`config.mk`:
```
export PLATFORM = sky130hd
export DESIGN_NAME = flr_route_diag
export DESIGN_NICKNAME = d
export VERILOG_FILES = /design/src/shared/flr_pkg.sv /design/src/verilog/flr_route_diag.sv
export SDC_FILE = /design/constraint.sdc
export NUM_CORES = 1
export LEC_CHECK = 0
export BUFFER_PORTS_ARGS = -buffer_cell sky130_fd_sc_hd__buf_2
export CAP_MARGIN = 20
export CORE_UTILIZATION = 40
export DETAILED_ROUTE_END_ITERATION = 6
export PLACE_DENSITY_LB_ADDON = 0.1
export SKIP_LAST_GASP = 1
export SLEW_MARGIN = 20
export SYNTH_ARGS = -nofsm -noshare
export SYNTH_HDL_FRONTEND = slang
export SYNTH_SLANG_ARGS = --single-unit
```
`constraint.sdc`:
```
create_clock -name clock_i -period 3.6 [get_ports clock_i]
set_input_delay 0.72 -clock clock_i [delete_from_list [all_inputs] [get_ports clock_i]]
set_output_delay 0.72 -clock clock_i [all_outputs]
set_load 0.05 [all_outputs]
```
`src/shared/flr_pkg.sv`:
```
`default_nettype none
package flr_pkg;

  // ------------------------------------------------------------
  // Register map
  // ------------------------------------------------------------
  localparam logic [7:0] ADR_CTRL     = 8'h00;
  localparam logic [7:0] ADR_THRESH   = 8'h04;
  localparam logic [7:0] ADR_STATUS   = 8'h08;
  localparam logic [7:0] ADR_IRQ_STAT = 8'h0C;
  localparam logic [7:0] ADR_IRQ_MASK = 8'h10;

  localparam int unsigned CTRL_FB2M_BIT = 0;
  localparam int unsigned THR_CRIT_LSB  = 0;
  localparam int unsigned THR_GOOD_LSB  = 8;
  localparam int unsigned THR_VGOOD_LSB = 16;
  localparam logic [7:0]  THR_CRIT_RST  = 8'h40;
  localparam logic [7:0]  THR_GOOD_RST  = 8'h80;
  localparam logic [7:0]  THR_VGOOD_RST = 8'hC0;

  localparam int unsigned ST_DIP_LSB   = 0;
  localparam int unsigned ST_QA_LSB    = 4;
  localparam int unsigned ST_QB_LSB    = 6;
  localparam int unsigned ST_ACTB_BIT  = 8;
  localparam int unsigned ST_CONF_BIT  = 9;
  localparam int unsigned ST_RELAY_BIT = 10;

  localparam int unsigned IRQ_W        = 4;
  localparam int unsigned IRQ_QA       = 0;
  localparam int unsigned IRQ_QB       = 1;
  localparam int unsigned IRQ_FAILOVER = 2;
  localparam int unsigned IRQ_CONFLICT = 3;

  // Cycles the switch synchroniser needs before the power-up sample.
  localparam logic [1:0] CFG_SETTLE = 2'h3;

  // Data pins start at their idle level, or reset would send a false start bit.
  localparam logic [8:0] PIN_SYNC_RST = 9'h00F;

  // ------------------------------------------------------------
  // Types
  // ------------------------------------------------------------
  typedef enum logic [1:0] {Q_ERR, Q_CRIT, Q_GOOD, Q_VGOOD} flr_qual_t;

  typedef struct packed {
    logic b_off;
    logic redund;
    logic idle_light_off;
    logic star;
  } flr_cfg_t;

  typedef struct packed {
    logic red;
    logic yellow;
    logic green_lo;
    logic green_hi;
  } flr_bar_t;

  localparam flr_bar_t BAR_VGOOD = 4'h7;
  localparam flr_bar_t BAR_GOOD  = 4'h6;
  localparam flr_bar_t BAR_CRIT  = 4'h4;
  localparam flr_bar_t BAR_ERR   = 4'h8;
  localparam flr_bar_t BAR_OFF   = 4'h0;

  typedef struct packed {
    logic        cyc;
    logic        stb;
    logic        we;
    logic [3:0]  sel;
    logic [7:0]  adr;
    logic [31:0] dat;
  } flr_wb_req_t;

endpackage
`default_nettype wire

```
`src/verilog/flr_route_diag.sv`:
```
// Local design decisions: the placing of the registers and the Wishbone slave port.
`default_nettype none
// Notes on behaviour
// - Switch 2 sets idle light polarity.
// - Dark idle suppresses power diagnostics on bar.
// - Four power levels, each own bar pattern.
// - Reserve reached opens alarm relay, data flows.
// - Switch 1 off: copper to optical only.
// - Switch 1 on: copper, optical, backplane interconnected.
// - All switches off by default.
// - Switches latched once at power-up only.
// - Failover moves A to B at critical.
// - Switch 4 disables B; unused B shows an unlit bar.
// - Fieldbus failover with B disabled is rejected.
// - Dark idle bar just follows received light.
// - Relay opens on supply fail, or on fibre break with bright idle.
module flr_route_diag
  import flr_pkg::*;
(
  input  wire logic                  clock_i,
  input  wire logic                  rst_i,
  input  wire logic                  ce_i,
  input  wire flr_pkg::flr_wb_req_t  wb_req_i,
  output logic [31:0]                wb_dat_o,
  output logic                       wb_ack_o,
  input  wire logic [3:0]            dip_i,
  input  wire logic                  supply_ok_i,
  input  wire logic                  cu_rx_i,
  input  wire logic                  bp_rx_i,
  input  wire logic                  fo_rx_a_i,
  input  wire logic                  fo_rx_b_i,
  input  wire logic [7:0]            rx_pwr_a_i,
  input  wire logic [7:0]            rx_pwr_b_i,
  output logic                       cu_tx_o,
  output logic                       bp_tx_o,
  output logic                       bp_tx_oe_o,
  output logic                       fo_tx_a_o,
  output logic                       fo_tx_b_o,
  output flr_pkg::flr_bar_t          bar_a_o,
  output flr_pkg::flr_bar_t          bar_b_o,
  output logic                       relay_o,
  output logic                       irq_o
);
  import flr_pkg::*;

  // ------------------------------------------------------------
  // Pin synchronisers
  // ------------------------------------------------------------
  logic [8:0] pin_meta;
  logic [8:0] pin_sync;

  always_ff @(posedge clock_i)
  begin
    if (rst_i)
    begin
      pin_meta <= PIN_SYNC_RST;
      pin_sync <= PIN_SYNC_RST;
    end
    else if (ce_i)
    begin
      pin_meta <= {dip_i, supply_ok_i, bp_rx_i, cu_rx_i, fo_rx_b_i, fo_rx_a_i};
      pin_sync <= pin_meta;
    end
  end

  logic       ra_light;
  logic       rb_light;
  logic       cu_rx;
  logic       bp_rx;
  logic       supply_ok;
  logic [3:0] dip_s;
  assign {dip_s, supply_ok, bp_rx, cu_rx, rb_light, ra_light} = pin_sync;

  // ------------------------------------------------------------
  // Power-up configuration
  // ------------------------------------------------------------
  flr_cfg_t   cfg;
  logic       cfg_done;
  logic [1:0] cfg_cnt;

  // Sampled once after reset; the switches are not meant to move under power.
  always_ff @(posedge clock_i)
  begin
    if (rst_i)
    begin
      cfg      <= '0;
      cfg_done <= 1'b0;
      cfg_cnt  <= 2'h0;
    end
    else if (ce_i && !cfg_done)
    begin
      cfg_cnt <= cfg_cnt + 2'h1;
      if (cfg_cnt == CFG_SETTLE)
      begin
        cfg      <= dip_s;
        cfg_done <= 1'b1;
      end
    end
  end

  // ------------------------------------------------------------
  // Registers
  // ------------------------------------------------------------
  logic             fb2m;
  logic [7:0]       thr_crit;
  logic [7:0]       thr_good;
  logic [7:0]       thr_vgood;
  logic [IRQ_W-1:0] irq_stat;
  logic [IRQ_W-1:0] irq_mask;
  logic             wr_fire;
  logic             rd_go;

  assign wr_fire = wb_req_i.cyc && wb_req_i.stb && wb_req_i.we && wb_ack_o;
  assign rd_go   = wb_req_i.cyc && wb_req_i.stb && !wb_ack_o;

  always_ff @(posedge clock_i)
  begin
    if (rst_i)
    begin
      fb2m      <= 1'b0;
      thr_crit  <= THR_CRIT_RST;
      thr_good  <= THR_GOOD_RST;
      thr_vgood <= THR_VGOOD_RST;
      irq_mask  <= '0;
    end
    else if (ce_i && wr_fire)
    begin
      if (wb_req_i.adr == ADR_CTRL && wb_req_i.sel[0])
      begin
        fb2m <= wb_req_i.dat[CTRL_FB2M_BIT];
      end
      if (wb_req_i.adr == ADR_THRESH)
      begin
        if (wb_req_i.sel[0])
        begin
          thr_crit <= wb_req_i.dat[THR_CRIT_LSB +: 8];
        end
        if (wb_req_i.sel[1])
        begin
          thr_good <= wb_req_i.dat[THR_GOOD_LSB +: 8];
        end
        if (wb_req_i.sel[2])
        begin
          thr_vgood <= wb_req_i.dat[THR_VGOOD_LSB +: 8];
        end
      end
      if (wb_req_i.adr == ADR_IRQ_MASK && wb_req_i.sel[0])
      begin
        irq_mask <= wb_req_i.dat[IRQ_W-1:0];
      end
    end
  end

  // ------------------------------------------------------------
  // Quality classification
  // ------------------------------------------------------------
  function automatic flr_qual_t classify(input logic [7:0] pwr, input logic [7:0] tc,
                                         input logic [7:0] tg, input logic [7:0] tv);
    flr_qual_t q;
    q = Q_ERR;
    if (pwr >= tv)
    begin
      q = Q_VGOOD;
    end
    else if (pwr >= tg)
    begin
      q = Q_GOOD;
    end
    else if (pwr >= tc)
    begin
      q = Q_CRIT;
    end
    return q;
  endfunction

  function automatic flr_bar_t bar_of(input flr_qual_t q, input logic dark, input logic light);
    flr_bar_t b;
    b = BAR_ERR;
    if (dark)
    begin
      b = light ? BAR_VGOOD : BAR_OFF;
    end
    else
    begin
      unique case (q)
        Q_VGOOD: b = BAR_VGOOD;
        Q_GOOD:  b = BAR_GOOD;
        Q_CRIT:  b = BAR_CRIT;
        Q_ERR:   b = BAR_ERR;
      endcase
    end
    return b;
  endfunction

  flr_qual_t qual_a;
  flr_qual_t qual_b;
  flr_qual_t qual_a_q;
  flr_qual_t qual_b_q;
  assign qual_a = classify(rx_pwr_a_i, thr_crit, thr_good, thr_vgood);
  assign qual_b = classify(rx_pwr_b_i, thr_crit, thr_good, thr_vgood);

  // ------------------------------------------------------------
  // Port selection and failover
  // ------------------------------------------------------------
  logic conflict;
  logic port_b_off;
  logic active_b;
  logic next_active_b;

  // Disabling B under fieldbus failover would reset the bus, so B stays on.
  assign conflict   = cfg.b_off && cfg.redund && fb2m;
  assign port_b_off = cfg.b_off && !conflict;

  always_comb
  begin
    next_active_b = active_b;
    if (!cfg.redund || port_b_off)
    begin
      next_active_b = 1'b0;
    end
    else if (!active_b && qual_a <= Q_CRIT)
    begin
      next_active_b = 1'b1;
    end
    else if (active_b && qual_a >= Q_GOOD)
    begin
      next_active_b = 1'b0;
    end
  end

  always_ff @(posedge clock_i)
  begin
    if (rst_i)
    begin
      active_b <= 1'b0;
    end
    else if (ce_i)
    begin
      active_b <= next_active_b;
    end
  end

  // ------------------------------------------------------------
  // Data routing
  // ------------------------------------------------------------
  logic ra_bit;
  logic rb_bit;
  logic opt_rx;
  logic fo_data;

  // Logic 1 is the idle level everywhere, so merging paths is an AND.
  assign ra_bit  = cfg.idle_light_off ? !ra_light : ra_light;
  assign rb_bit  = cfg.idle_light_off ? !rb_light : rb_light;
  assign opt_rx  = cfg.redund ? (active_b ? rb_bit : ra_bit) : (ra_bit && (port_b_off || rb_bit));
  assign fo_data = cfg.star ? (cu_rx && bp_rx) : cu_rx;

  always_ff @(posedge clock_i)
  begin
    if (rst_i)
    begin
      cu_tx_o    <= 1'b1;
      bp_tx_o    <= 1'b1;
      bp_tx_oe_o <= 1'b0;
      fo_tx_a_o  <= 1'b1;
      fo_tx_b_o  <= 1'b1;
    end
    else if (ce_i)
    begin
      cu_tx_o    <= cfg.star ? (opt_rx && bp_rx) : opt_rx;
      bp_tx_o    <= cfg.star ? (opt_rx && cu_rx) : 1'b1;
      bp_tx_oe_o <= cfg.star;
      fo_tx_a_o  <= cfg.idle_light_off ? !fo_data : fo_data;
      fo_tx_b_o  <= port_b_off ? 1'b0 : (cfg.idle_light_off ? !fo_data : fo_data);
    end
  end

  // ------------------------------------------------------------
  // Display and alarm relay
  // ------------------------------------------------------------
  flr_qual_t qual_act;
  logic      path_ok;

  always_comb
  begin
    qual_act = qual_a;
    if (cfg.redund && active_b)
    begin
      qual_act = qual_b;
    end
    else if (!cfg.redund && !port_b_off && qual_b < qual_a)
    begin
      qual_act = qual_b;
    end
  end

  // Without steady idle light the power cannot be judged, so only supply counts.
  assign path_ok = cfg.idle_light_off || qual_act > Q_CRIT;

  always_ff @(posedge clock_i)
  begin
    if (rst_i)
    begin
      bar_a_o <= BAR_OFF;
      bar_b_o <= BAR_OFF;
      relay_o <= 1'b0;
    end
    else if (ce_i)
    begin
      bar_a_o <= bar_of(qual_a, cfg.idle_light_off, ra_light);
      bar_b_o <= port_b_off ? BAR_OFF : bar_of(qual_b, cfg.idle_light_off, rb_light);
      relay_o <= supply_ok && path_ok && cfg_done;
    end
  end

  // ------------------------------------------------------------
  // Interrupts
  // ------------------------------------------------------------
  logic [IRQ_W-1:0] irq_evt;
  logic [IRQ_W-1:0] irq_clr;
  logic             conf_seen;

  always_comb
  begin
    irq_evt               = '0;
    irq_evt[IRQ_QA]       = qual_a <= Q_CRIT && qual_a_q > Q_CRIT;
    irq_evt[IRQ_QB]       = !port_b_off && qual_b <= Q_CRIT && qual_b_q > Q_CRIT;
    irq_evt[IRQ_FAILOVER] = next_active_b && !active_b;
    irq_evt[IRQ_CONFLICT] = conflict && !conf_seen;
  end

  assign irq_clr = (wr_fire && wb_req_i.adr == ADR_IRQ_STAT && wb_req_i.sel[0])
                   ? wb_req_i.dat[IRQ_W-1:0] : '0;

  // A new event outweighs a clear arriving in the same cycle.
  always_ff @(posedge clock_i)
  begin
    if (rst_i)
    begin
      irq_stat  <= '0;
      qual_a_q  <= Q_VGOOD;
      qual_b_q  <= Q_VGOOD;
      conf_seen <= 1'b0;
      irq_o     <= 1'b0;
    end
    else if (ce_i)
    begin
      irq_stat  <= (irq_stat & ~irq_clr) | irq_evt;
      qual_a_q  <= qual_a;
      qual_b_q  <= qual_b;
      conf_seen <= conflict;
      irq_o     <= |(((irq_stat & ~irq_clr) | irq_evt) & irq_mask);
    end
  end

  // ------------------------------------------------------------
  // Bus answer
  // ------------------------------------------------------------
  logic [31:0] rd_data;

  always_comb
  begin
    rd_data = 32'h0000_0000;
    unique case (wb_req_i.adr)
      ADR_CTRL:
        rd_data[CTRL_FB2M_BIT] = fb2m;
      ADR_THRESH:
        rd_data = {8'h00, thr_vgood, thr_good, thr_crit};
      ADR_STATUS:
      begin
        rd_data[ST_DIP_LSB +: 4] = cfg;
        rd_data[ST_QA_LSB +: 2]  = qual_a;
        rd_data[ST_QB_LSB +: 2]  = qual_b;
        rd_data[ST_ACTB_BIT]     = active_b;
        rd_data[ST_CONF_BIT]     = conflict;
        rd_data[ST_RELAY_BIT]    = relay_o;
      end
      ADR_IRQ_STAT:
        rd_data[IRQ_W-1:0] = irq_stat;
      ADR_IRQ_MASK:
        rd_data[IRQ_W-1:0] = irq_mask;
      default:
        rd_data = 32'h0000_0000;
    endcase
  end

  always_ff @(posedge clock_i)
  begin
    if (rst_i)
    begin
      wb_ack_o <= 1'b0;
      wb_dat_o <= 32'h0000_0000;
    end
    else if (ce_i)
    begin
      wb_ack_o <= rd_go;
      wb_dat_o <= rd_go ? rd_data : 32'h0000_0000;
    end
  end
endmodule
`default_nettype wire

```
---- Yosys cells after proc, flatten, opt, wreduce, memory -nomap -nowiden ----
Cells that the tools add are included.
Widths: inputs -> output; s select.
operators by class
  multiplexer cells ....................... 33
  reductions and logical operators ........ 52
  equal/unequal tests ..................... 11
  bitwise operators ....................... 4
  add/subtract/negate cells ............... 1
  order comparisons ....................... 13
operators with widths
  operator            count
  $ge 8x8->1          6
  $mux 32             1
  $pmux 4 s4          2
  $logic_and 1x1->1   29
  $eq 8x4->1 const B  2
  $mux 4              4
  $mux 1              14
  $pmux 7 s2          1
  $mux 13             1
  $mux 2              6
  $pmux 3 s4          1
  $eq 2x2->1 const B  5
  $logic_not 1->1     10
  $reduce_and 3->1    3
  $and 4x4->4         2
  $eq 8x3->1 const B  1
  $eq 8x5->1 const B  1
  $logic_not 8->1     1
  $gt 2x1->1 const B  3
  $mux 3              2
  $reduce_and 2->1    3
  $pmux 1 s5          1
  $eq 2x1->1 const B  2
  $le 2x1->1 const B  2
  8 further kinds     11
storage, ports and cells
  register bits ........................... 112
  bits of input ports ..................... 75
  output and inout port bits .............. 48
  logic and storage cells ................. 149

---- Depth between registers and ports, before layout ----
Gate-level depths: netlist (run 1).
  depth in word-level cells ............... 13
  depth in mapped cells ................... 11
  depth with buffers taken out ............ 10

---- Worst setup path before layout (run 1) ----
OpenSTA, ideal clock, no wires.
  path kind ............................... input port to flip-flop
  start ................................... input port rx_pwr_a_i[6]
  end ..................................... register relay_o
  slack ................................... 677 ps
  path buffers ............................ 1
  stages on the path ...................... 10
  setup time .............................. 123 ps
  required time ........................... 3,477 ps
  arrival ................................. 2,800 ps
  cells stage by stage .................... ha_1 -> a21o_1 -> a221oi_1 -> o21ai_1 -> nor3_2 -> buf_2 -> ha_1 -> o41ai_1 -> a31oi_1 -> mux2i_1
between the ends
  cells in the longest elaborated chain, start to end .. 12
  elaborated cells on any way between the ends .. 14
  classes of those cells .................. order compare (5); mux (5); reduce/logical (4)
ends and longest elaborated chain
  element                              RTL line               RTL
  start, declared                      flr_route_diag.sv:32   input wire logic [7:0] rx_pwr_a_i,
  $ge 8x8->1                           flr_route_diag.sv:169  else if (pwr >= tc)
  $mux 1                               flr_route_diag.sv:169
  $mux 2                               flr_route_diag.sv:165  else if (pwr >= tg)
  $mux 2 (*)                           flr_route_diag.sv:161  if (pwr >= tv)
  $lt 2x2->1                           flr_route_diag.sv:290  else if (!cfg.redund && !port_b_off && qual_b < qual_a)
  $logic_and 1x1->1                    flr_route_diag.sv:290
  $mux 2 (*)                           flr_route_diag.sv:290
  $mux 2 (*)                           flr_route_diag.sv:286  if (cfg.redund && active_b)
  $gt 2x1->1 (*)                       flr_route_diag.sv:297  assign path_ok = cfg.idle_light_off || qual_act > Q_CRIT;
  $logic_or 1x1->1 (*)                 flr_route_diag.sv:297
  $logic_and 1x1->1 (*) (2 in series)  flr_route_diag.sv:311  relay_o <= supply_ok && path_ok && cfg_done;
  end signal, assigned                 flr_route_diag.sv:311
  end, declared                        flr_route_diag.sv:41   output logic relay_o,
Every way passes the cells marked *; elsewhere a longest branch is shown, timed or not.
A chain may end at the register's enable or synchronous reset.

---- Worst setup path in the final report (run 1) ----
Same ends and word-level chain as after synthesis.

==> results.cfg, run 1 <==
[placed_design]
finalWeightedCongestion = 0.8705
io_buffers = 105
dp_hpwl_um = 10950
dpl-instance-area_um2 = 5978
dp.cells = 872

[clock_tree]
clk_path_buf_depth = 2
cts_root_buf = clkbuf_16
clk_pin_slew_ns = 0.07
htree_levels = 3
cts_inserted_buffers = 9
ctsResizeCount = 0
insertion_delay_ns = 0.36
cts_sinks = 102
ctsHoldBuffers = 0
cts_tree = yes
post-cts-setup-buffer-count = 0

[sta]
rsz0062_at_grt = no
timing.final.crit_share_pct = 77.88
finalMaxSlewViolations = 0
max_freq_ghz = 0.3567
finalSetupTns_ns = 0
tightest_slew_ns = 0.8303
setup_viol = 0
hold_viol = 0
relSlewSlack_pct = 44.18
fin_skew_ns = 0.01044
period_needed_ns = 2.804

[setup_path]
r2r-start = thr_vgood[6]
worst_ep_required_time_ns = 3.84
rrSetupSlack_ns = 0.81
reg2reg_depth = 10
cp-start-kind = input port
cp.arrival_ns = 3.05
r2r_end = relay_o
crit_fanout = 3
endpoint_kind = flip-flop
setup.worst_path.class = input port to flip-flop

[logic_synthesis]
yosysTopAreaCell = dfxtp_1
synth_top_area_share_pct = 38.17
syn_area_um2 = 5350
ys.flop_type = dfxtp_1
ys_ff_latch = 102
yosys_warnings = 0
synthCells = 623
yosysSeqAreaShare_pct = 38.17
synth_area_leaders = dfxtp_1 38%, ha_1 12%, nand2_1 4.6%
synthArstFlopShare_pct = 0
synth-edff-count = 0
syn_avg_cell_area_um2 = 8.588
ys_types = 61

[route]
drt_iter0_markers = 257
postRouteAntennaNets = 0
wl_um = 14380
num_vias = 4802
wl_per_cell_um = 16.19
drc_errors = 0
dr.pass1.iters = 5
vias_per_cell = 5.408

[pwr]
p_clk_share_pct = 40.7
power_frac_seq_pct = 46.7
finalPower_uw = 2505
p_leak_uw = 0.002739
power_report.internal_total_uw = 1839
combPwrFrac_pct = 12.6
p_switching_uw = 666.6
switching_share_pct = 26.61
vdd_drop_max_mv = 0.3235
powerDensity_nw_per_um2 = 398.4

[run]
drv_cap = 0

[die]
io_pins = 123
core_um2 = 12820
dieHeight_um = 117.7
die_w_um = 117.7
initial_core_util_pct = 41.72
rows = 41
dieArea_um2 = 13840

[layout]
fillers = 1278
drive_gt1_share_pct = 20.67
stdcell_area_um2 = 6287
instances_no_fill = 888
final_util_pct = 49.02
fin_nets = 836
antennaDiodeCount = 0
syn_to_final_growth_pct = 17.52
mostFrequentLayoutCell = buf_2
final_cell_mix = 105 x buf_2, 102 x dfxtp_1, 66 x nand2_1

[worst_hold_path]
hold_class = flip-flop to flip-flop
hold_depth = 1
min_to = pin_sync[2]
min-delay-start = pin_meta[2]

[global_routing]
grtUsageTotal_pct = 21.22
grt_pass1_vias = 4446
grt_overflow = 0
grt_max_degree = 47
grt_first_pass_wirelength_um = 22940
antenna_found_initial = 0

[status]
outcome = finished clean
==> cells by family (layout without fill, tap and decap cells) <==
group / after synthesis / count (layout) / synth area share (%)
adders and majority gates: 50 / 50 / 11.69
xor gates and xnor gates: 3 / 3 / 0.4912
buffers and inverters: 75 / 161 / 6.057
other: 1 / 8 / 0.07009
and+or+nand+nor: 222 / 222 / 20.18
muxes: 23 / 23 / 4.537
AOI/OAI and AO/OA: 147 / 147 / 18.80
DFF: 102 / 102 / 38.17
==> registers in the layout, summed over array words and instances, names as in the netlist, 8 cells and up <==
name and cells:
wb_dat_o 24, pin_meta 9, thr_good 8, pin_sync 9, thr_crit 8, thr_vgood 8
==> through the flow <==
stage	hold WS, ns	setup WS (ns)
global route	0.4739	0.6765
finish	0.4600	0.7962
floorplan	0.4303	0.6771
CTS	0.4606	0.7768
global placement	0.4404	0.3499
detailed placement	0.4438	0.3976
==> worst max-delay path, stage by stage <==
cell and delay (ns):
buf_2 0.12, ha_1 0.30, a21o_1 0.19, a221oi_1 0.40, o21ai_1 0.24, nor3_2 0.28
ha_1 0.26, o41ai_1 0.30, a31oi_1 0.09, mux2i_1 0.14
==> cell type report <==
cell class                      count  area, um^2  area share [%]
Sequential cell                   102        2042           32.48
Tap cell                          172       215.2           3.423
Timing Repair Buffer              113       585.6           9.313
Inverter                           32       120.1           1.910
Multi-Input combinational cell    453        3015           47.96
Clock buffer                       11       242.7           3.861
Clock inverter                      5       66.31           1.055
==> metal layers <==
metal | track usage [%] | part of all wire [%] | up-vias
met1 | 29.15 | 47 | 2251
met4 | 6.410 | 1.3 | 0
met3 | 5.669 | 6.8 | 15
met2 | 32.28 | 45 | 152
li1 | - | - | 2384
met5 | 0 | 0 | -
==> power by group through the flow <==
stage	registers, uW	clock network [uW]	logic [uW]
final	1170	1020	316
after global routing	1170	1100	348
after CTS	1170	1050	318
after detailed placement	1200	0	317
after global placement	1200	0	310
after floorplan	1220	0	193
==> synthesized netlist by cell type, types with 3 or more instances <==
cell,n
a22oi_1,23
a211o_1,11
a21o_1,12
ha_1,50
nor2b_1,11
nand2_1,66
mux2i_1,22
a222oi_1,6
nand3_1,41
clkbuf_1,23
or2_2,4
o211ai_1,4
and3_1,4
dfxtp_1,102
o22ai_1,3
o21ai_0,8
a32oi_1,3
xnor2_1,3
buf_4,9
a31oi_1,7
buf_1,4
inv_1,31
nor2_1,59
a21oi_1,48
nand3b_1,4
buf_2,7
nand2b_1,10
nor3_1,3
==> worst max path at each step <==
stage,start,end,slack (ns),depth (start not counted)
after detailed placement,rx_pwr_a_i[6],relay_o,0.40,10
after CTS,thr_vgood[6],relay_o,0.78,10
after floorplan,rx_pwr_a_i[6],relay_o,0.68,10
after global placement,rx_pwr_a_i[6],relay_o,0.35,10
after global routing,thr_vgood[7],relay_o,0.68,10
final,rx_pwr_a_i[6],relay_o,0.80,10
Note: power is estimated with default switching activity, not from simulation.
==> run 2: changes to the inputs <==
Clock period 3.6 ns to 2.37 ns, I/O delays scaled along.
==> run 2 against run 1 <==
- sequential cell count did not move
- cell area is 7.5% higher
- count of clock-buffer cells in the layout stayed put
- die area unchanged
- critical path type is now flip-flop to flip-flop
- non-clock buffer count up 34
- global-route usage rose by 0.33 points
- clock power increased by 49%
- power up 54%
- core utilization grew 3.7 points
- sequential power increased by 52%
- via count rose by 3.0%
- setup slack worse by 0.74 ns
- largest cell class unchanged
==> results.cfg, run 2 (synthesis results as in run 1) <==
[setup_path]
setup.worst_path.class = flip-flop to flip-flop
cp.arrival_ns = 2.59
reg2reg_depth = 10
slowest_stage = dfxtp_1
path_cells = inv_1 > ha_1 > a211oi_1 > o21ai_1 > a21oi_2 > nand2_4 > ha_4 > o41ai_2 > a31oi_1 > mux2i_1
cp-start-kind = flip-flop
worst_ep_required_time_ns = 2.64
path_delay_family = compound AO/OA/AOI/OAI gates
cp-endpoint = relay_o
r2r-start = thr_good[2]
cp.depth = 10
max_stage_delay_ns = 0.37
crit_fanout = 5
endpoint_kind = flip-flop
rrSetupSlack_ns = 0.05
r2r_end = relay_o
cp_num_buf_inv = 1
critPathLaunch = thr_good[2]

[sta]
max_freq_ghz = 0.4315
fin_skew_ns = 0.005960
rsz0062_at_grt = yes
relSlewSlack_pct = 61.50
hold_viol = 0
setup_viol = 0
period_needed_ns = 2.317
timing.final.crit_share_pct = 97.78
finalSetupTns_ns = 0
tightest_slew_ns = 0.5774
finalMaxSlewViolations = 0

[placed_design]
io_buffers = 105
dp_hpwl_um = 11420
finalWeightedCongestion = 0.8973
dp.cells = 903

[pwr]
finalPower_uw = 3851
vdd_drop_max_mv = 0.4839
powerDensity_nw_per_um2 = 569.9
p_leak_uw = 0.002919

[global_routing]
antenna_found_initial = 0
grt_max_degree = 52
grt_overflow = 0
grt_pass1_vias = 4617
grtUsageTotal_pct = 21.55
grt_first_pass_wirelength_um = 23490

[die]
dieArea_um2 = 13840
io_pins = 123
rows = 41
initial_core_util_pct = 41.72
die_w_um = 117.7
core_um2 = 12820
dieHeight_um = 117.7

[route]
num_vias = 4944
drc_errors = 0
vias_per_cell = 5.362
postRouteAntennaNets = 0
dr.pass1.iters = 6
drt_iter0_markers = 336
wl_per_cell_um = 15.92
wl_um = 14680

[clock_tree]
ctsHoldBuffers = 0
htree_levels = 3
cts_tree = yes
insertion_delay_ns = 0.35
clk_pin_slew_ns = 0.07
clk_path_buf_depth = 2
cts_root_buf = clkbuf_16
cts_sinks = 102
cts_inserted_buffers = 9

[layout]
largestRegisters = wb_dat_o (24), pin_meta (9), pin_sync (9)
antennaDiodeCount = 0
largest_register_ffs = 24
top_register = wb_dat_o
mostFrequentLayoutCell = buf_2
fin_nets = 870
final_cell_mix = 105 x buf_2, 95 x dfxtp_1, 66 x nand2_1
instances_no_fill = 922
drive_gt1_share_pct = 27.87
syn_to_final_growth_pct = 26.31

[worst_hold_path]
hold_class = input port to flip-flop

[run]
drv_cap = 0

[status]
outcome = finished clean
## run 2: through the flow
stage	util [%]	instance area, um^2	hold slack, ns	worst slack [ns]
after floorplan	-	5448	0.4303	0.01528
after global placement	49.16	6305	0.4443	-0.1753
after detailed placement	49.16	6305	0.4469	-0.2222
after CTS	51.91	6658	0.3116	0.006409
after global routing	52.69	6758	0.3121	-0.03757
final	52.69	6758	0.3245	0.05265
## run 2: worst reg2reg max path: stages, from the launching register on
cell and delay, ns:
dfxtp_1 0.37, inv_1 0.10, ha_1 0.30, a211oi_1 0.26, o21ai_1 0.14, a21oi_2 0.24, nand2_4 0.11, ha_4 0.27
o41ai_2 0.05, a31oi_1 0.20, mux2i_1 0.21
## run 2: metal layers
| layer | routed length [um] | part of all wire [%] | vias up | track usage, % |
|---|---|---|---|---|
| met5 | 0 | 0 | - | 0 |
| met4 | 225 | 1.5 | 0 | 7.131 |
| met3 | 825 | 5.6 | 14 | 5.475 |
| met2 | 6698 | 46 | 141 | 33.05 |
| met1 | 6931 | 47 | 2346 | 29.33 |
| li1 | - | - | 2443 | - |
## run 2: timing repair
action                                 in CTS  in global routing
gates resized for setup                     9                 17
endpoints found under the hold margin       0                  0
pin swaps                                   1                  8
setup endpoints to repair                   2                  4
buffers inserted                            1                  2
## run 2: layout make-up
type	instances	area (um^2)
clock buffer	11	242.7
timing repair buffer	147	865.8
fill	1230	6067
inverter	32	122.6
tap	172	215.2
multi-input combinational	453	3196
sequential	102	2051
clock inverter	5	65.06
## run 2: worst min path at each step
stage	startpoint	end	slack, ns	depth (start not counted)
2_1_floorplan	pin_sync[3]	pin_sync[3]	0.43	1
3_3_place_gp	pin_meta[2]	pin_sync[2]	0.44	1
3_5_place_dp	pin_meta[1]	pin_sync[1]	0.45	1
4_1_cts	cu_rx_i	pin_meta[2]	0.31	2
5_1_grt	cu_rx_i	pin_meta[2]	0.31	2
6_report	cu_rx_i	pin_meta[2]	0.32	2
## run 2: power breakdown
part           leakage [uW]  total [uW]  internal, uW  switching, uW
Sequential         0.000829        1780          1750           24.3
Combinational       0.00194         557           231            326
Clock              0.000144        1520           859            657
==> run 3: changes to the inputs <==
Settings changed: ABC_AREA set to 1, CORE_UTILIZATION 40 to 49.
==> run 3 against run 2 <==
- first-iteration DRC count down 26%
- via count up 2.3%
- synthesized area up 0.49%
- largest power group unchanged
- wire length down 3.9%
- critical path depth up 7
- non-clock buffer count down 20
- sequential share of layout area up 1.8 points
- critical endpoint unchanged
- die area down 18%
==> results.cfg, run 3 <==
[layout]
mostFrequentLayoutCell = nand2_1
instances_no_fill = 964
antennaDiodeCount = 0
fillers = 971
largest_register_ffs = 24
syn_to_final_growth_pct = 18.55
multi_input_area_um2 = 2934
drive_gt1_share_pct = 22.46
final_cell_mix = 144 x nand2_1, 105 x buf_2, 99 x dfxtp_1
top_register = wb_dat_o
ff_latch_area_um2 = 2046
final_util_pct = 60.92
fin_nets = 948
largestRegisters = wb_dat_o (24), pin_meta (9), pin_sync (9)

[setup_path]
cpMostUsedCell = nand2_1
worst_ep_required_time_ns = 2.60
r2r-start = thr_vgood[1]
reg2reg_depth = 17
path_delay_family = simple AND/OR/NAND/NOR gates
cp.arrival_ns = 2.40
slowest_stage = dfxtp_2
cp-start-kind = flip-flop
cp_num_buf_inv = 2
critPathLaunch = thr_vgood[1]
crit_fanout = 3
max_stage_delay_ns = 0.37
rrSetupSlack_ns = 0.20
endpoint_kind = flip-flop
path_cells = inv_4 > ha_4 > a21boi_2 > o21bai_1 > nand2_1 > nand2_1 > nand2_2 > nor2_4 > inv_2 > ha_4 > nand2_1 > nand2_1 > nand2_1 > nand2_1 > nand3_1 > nand2_1 > a21oi_2
setup.worst_path.class = flip-flop to flip-flop
r2r_end = relay_o

[logic_synthesis]
synthCells = 715
yosysSeqAreaShare_pct = 37.98
netlist_top_cells_count = 145 x nand2_1, 102 x dfxtp_1, 82 x inv_1, 73 x a21oi_1, 69 x nor2_1
yosys_warnings = 0
synth_area_leaders = dfxtp_1 38%, ha_1 12%, nand2_1 10%
synthArstFlopShare_pct = 0
syn_area_um2 = 5376
ys_ff_latch = 102
yosysTopAreaCell = dfxtp_1
synth_top_area_share_pct = 37.98
ys_types = 44
syn_avg_cell_area_um2 = 7.519
synth.most_common_cell = nand2_1
ys.flop_type = dfxtp_1
synth-edff-count = 0

[pwr]
p_leak_uw = 0.002959
powerDensity_nw_per_um2 = 533.9
vdd_drop_max_mv = 0.3365

[global_routing]
grt_first_pass_wirelength_um = 23030
antenna_found_initial = 0
grtUsageTotal_pct = 25.69
grt_max_degree = 74
grt_pass1_vias = 4756
grt_overflow = 0

[sta]
tightest_slew_ns = 0.7554
finalMaxSlewViolations = 0
period_needed_ns = 2.166
rsz0062_at_grt = no
relSlewSlack_pct = 49.64
fin_skew_ns = 0.01289
hold_viol = 0
timing.final.crit_share_pct = 91.38
max_freq_ghz = 0.4617
setup_viol = 0

[clock_tree]
cts_inserted_buffers = 9
cts_sinks = 102
clk_pin_slew_ns = 0.11
cts_root_buf = clkbuf_8
htree_levels = 3
clk_path_buf_depth = 2
cts_tree = yes
insertion_delay_ns = 0.37

[die]
core_um2 = 10460
initial_core_util_pct = 51.39
rows = 37
io_pins = 123
dieHeight_um = 106.8
dieArea_um2 = 11400
die_w_um = 106.8

[placed_design]
dp_hpwl_um = 10640
finalWeightedCongestion = 0.8536
io_buffers = 105
dp.cells = 946

[run]
drv_cap = 0

[route]
wl_um = 14110
drt_iter0_markers = 248
num_vias = 5057
drc_errors = 0
dr.pass1.iters = 5
postRouteAntennaNets = 0
vias_per_cell = 5.246
wl_per_cell_um = 14.63

[worst_hold_path]
min-delay-start = bp_rx_i
min_to = pin_meta[3]
hold_class = input port to flip-flop
hold_depth = 3

[status]
outcome = finished clean
## run 3: changes by cell type after synthesis, moves of 11 or more
cell     before  now
a211o_1      11    0
a21o_1       12    1
mux2i_1      22    0
o21ai_0       8   53
nand2_1      66  145
a21oi_1      48   73
a22oi_1      23    1
inv_1        31   82
nor2b_1      11    0
## run 3: how the worst max path moves through the flow
stage / slack [ns] / cells past startpoint / to
finish: 0.20 / 17 / relay_o
CTS: 0.1 / 16 / relay_o
detailed placement: -0.06 / 19 / relay_o
global placement: 0.003 / 17 / relay_o
floorplan: 0.20 / 16 / relay_o
global route: 0.01 / 17 / relay_o
## run 3: cell families after synthesis
kind of cell,synth area share (%)
AND/OR/NAND/NOR,22.06
AO/OA/AOI/OAI,18.50
buffers and inverters,9.751
flip-flops,37.98
adder cells (fa/ha/maj),11.64
other,0.06975
## run 3: timing repair
action	4_1_cts	5_1_grt
resized for setup	0	25
setup buffers	0	2
setup endpoints to repair	0	2
hold buffers	0	0
## run 3: routing by layer
metal / share of wire, % / wire, um / GRT usage [%] / vias to the layer above
li1: - / - / - / 2585
met1: 48 / 6702 / 34.83 / 2321
met2: 46 / 6537 / 42.95 / 137
met3: 5.0 / 700 / 3.526 / 14
met4: 1.2 / 167 / 6.458 / 0
met5: 0 / 0 / 0 / -
## run 3: worst register-to-register path: stages (launching register included)
cell and delay (ns):
dfxtp_2 0.37, inv_4 0.05, ha_4 0.20, a21boi_2 0.15, o21bai_1 0.13, nand2_1 0.08, nand2_1 0.08, nand2_2 0.08
nor2_4 0.13, inv_2 0.06, ha_4 0.25, nand2_1 0.05, nand2_1 0.07, nand2_1 0.05, nand2_1 0.07, nand3_1 0.06
nand2_1 0.10, a21oi_2 0.05
## run 3: report_power, final
part           internal [uW]  leakage, uW  switching (uW)
registers               1760     0.000831            26.6
logic                    193      0.00204             350
clock network            404    0.0000896             666
## run 3: cell type report
cell class                 instances  area share (%)
multi-input combinational        499           46.03
inverter                          84           4.986
timing repair buffer             127           11.23
clock buffer                       9           1.943
sequential                       102           32.10
clock inverter                     7           1.040
tap                              136           2.670
## run 3: metrics by stage
step	setup slack [ns]	cell area, um^2	hold WS (ns)	TNS [ns]	total power [uW]
detailed placement	-0.05850	6065	0.4478	-0.06893	2348
floorplan	0.1962	5403	0.4292	0	2164
CTS	0.09746	6255	0.2936	0	3395
global route	0.009835	6374	0.3176	0	3558
global placement	0.003336	6065	0.4418	0	2329
finish	0.2043	6374	0.3034	0	3403
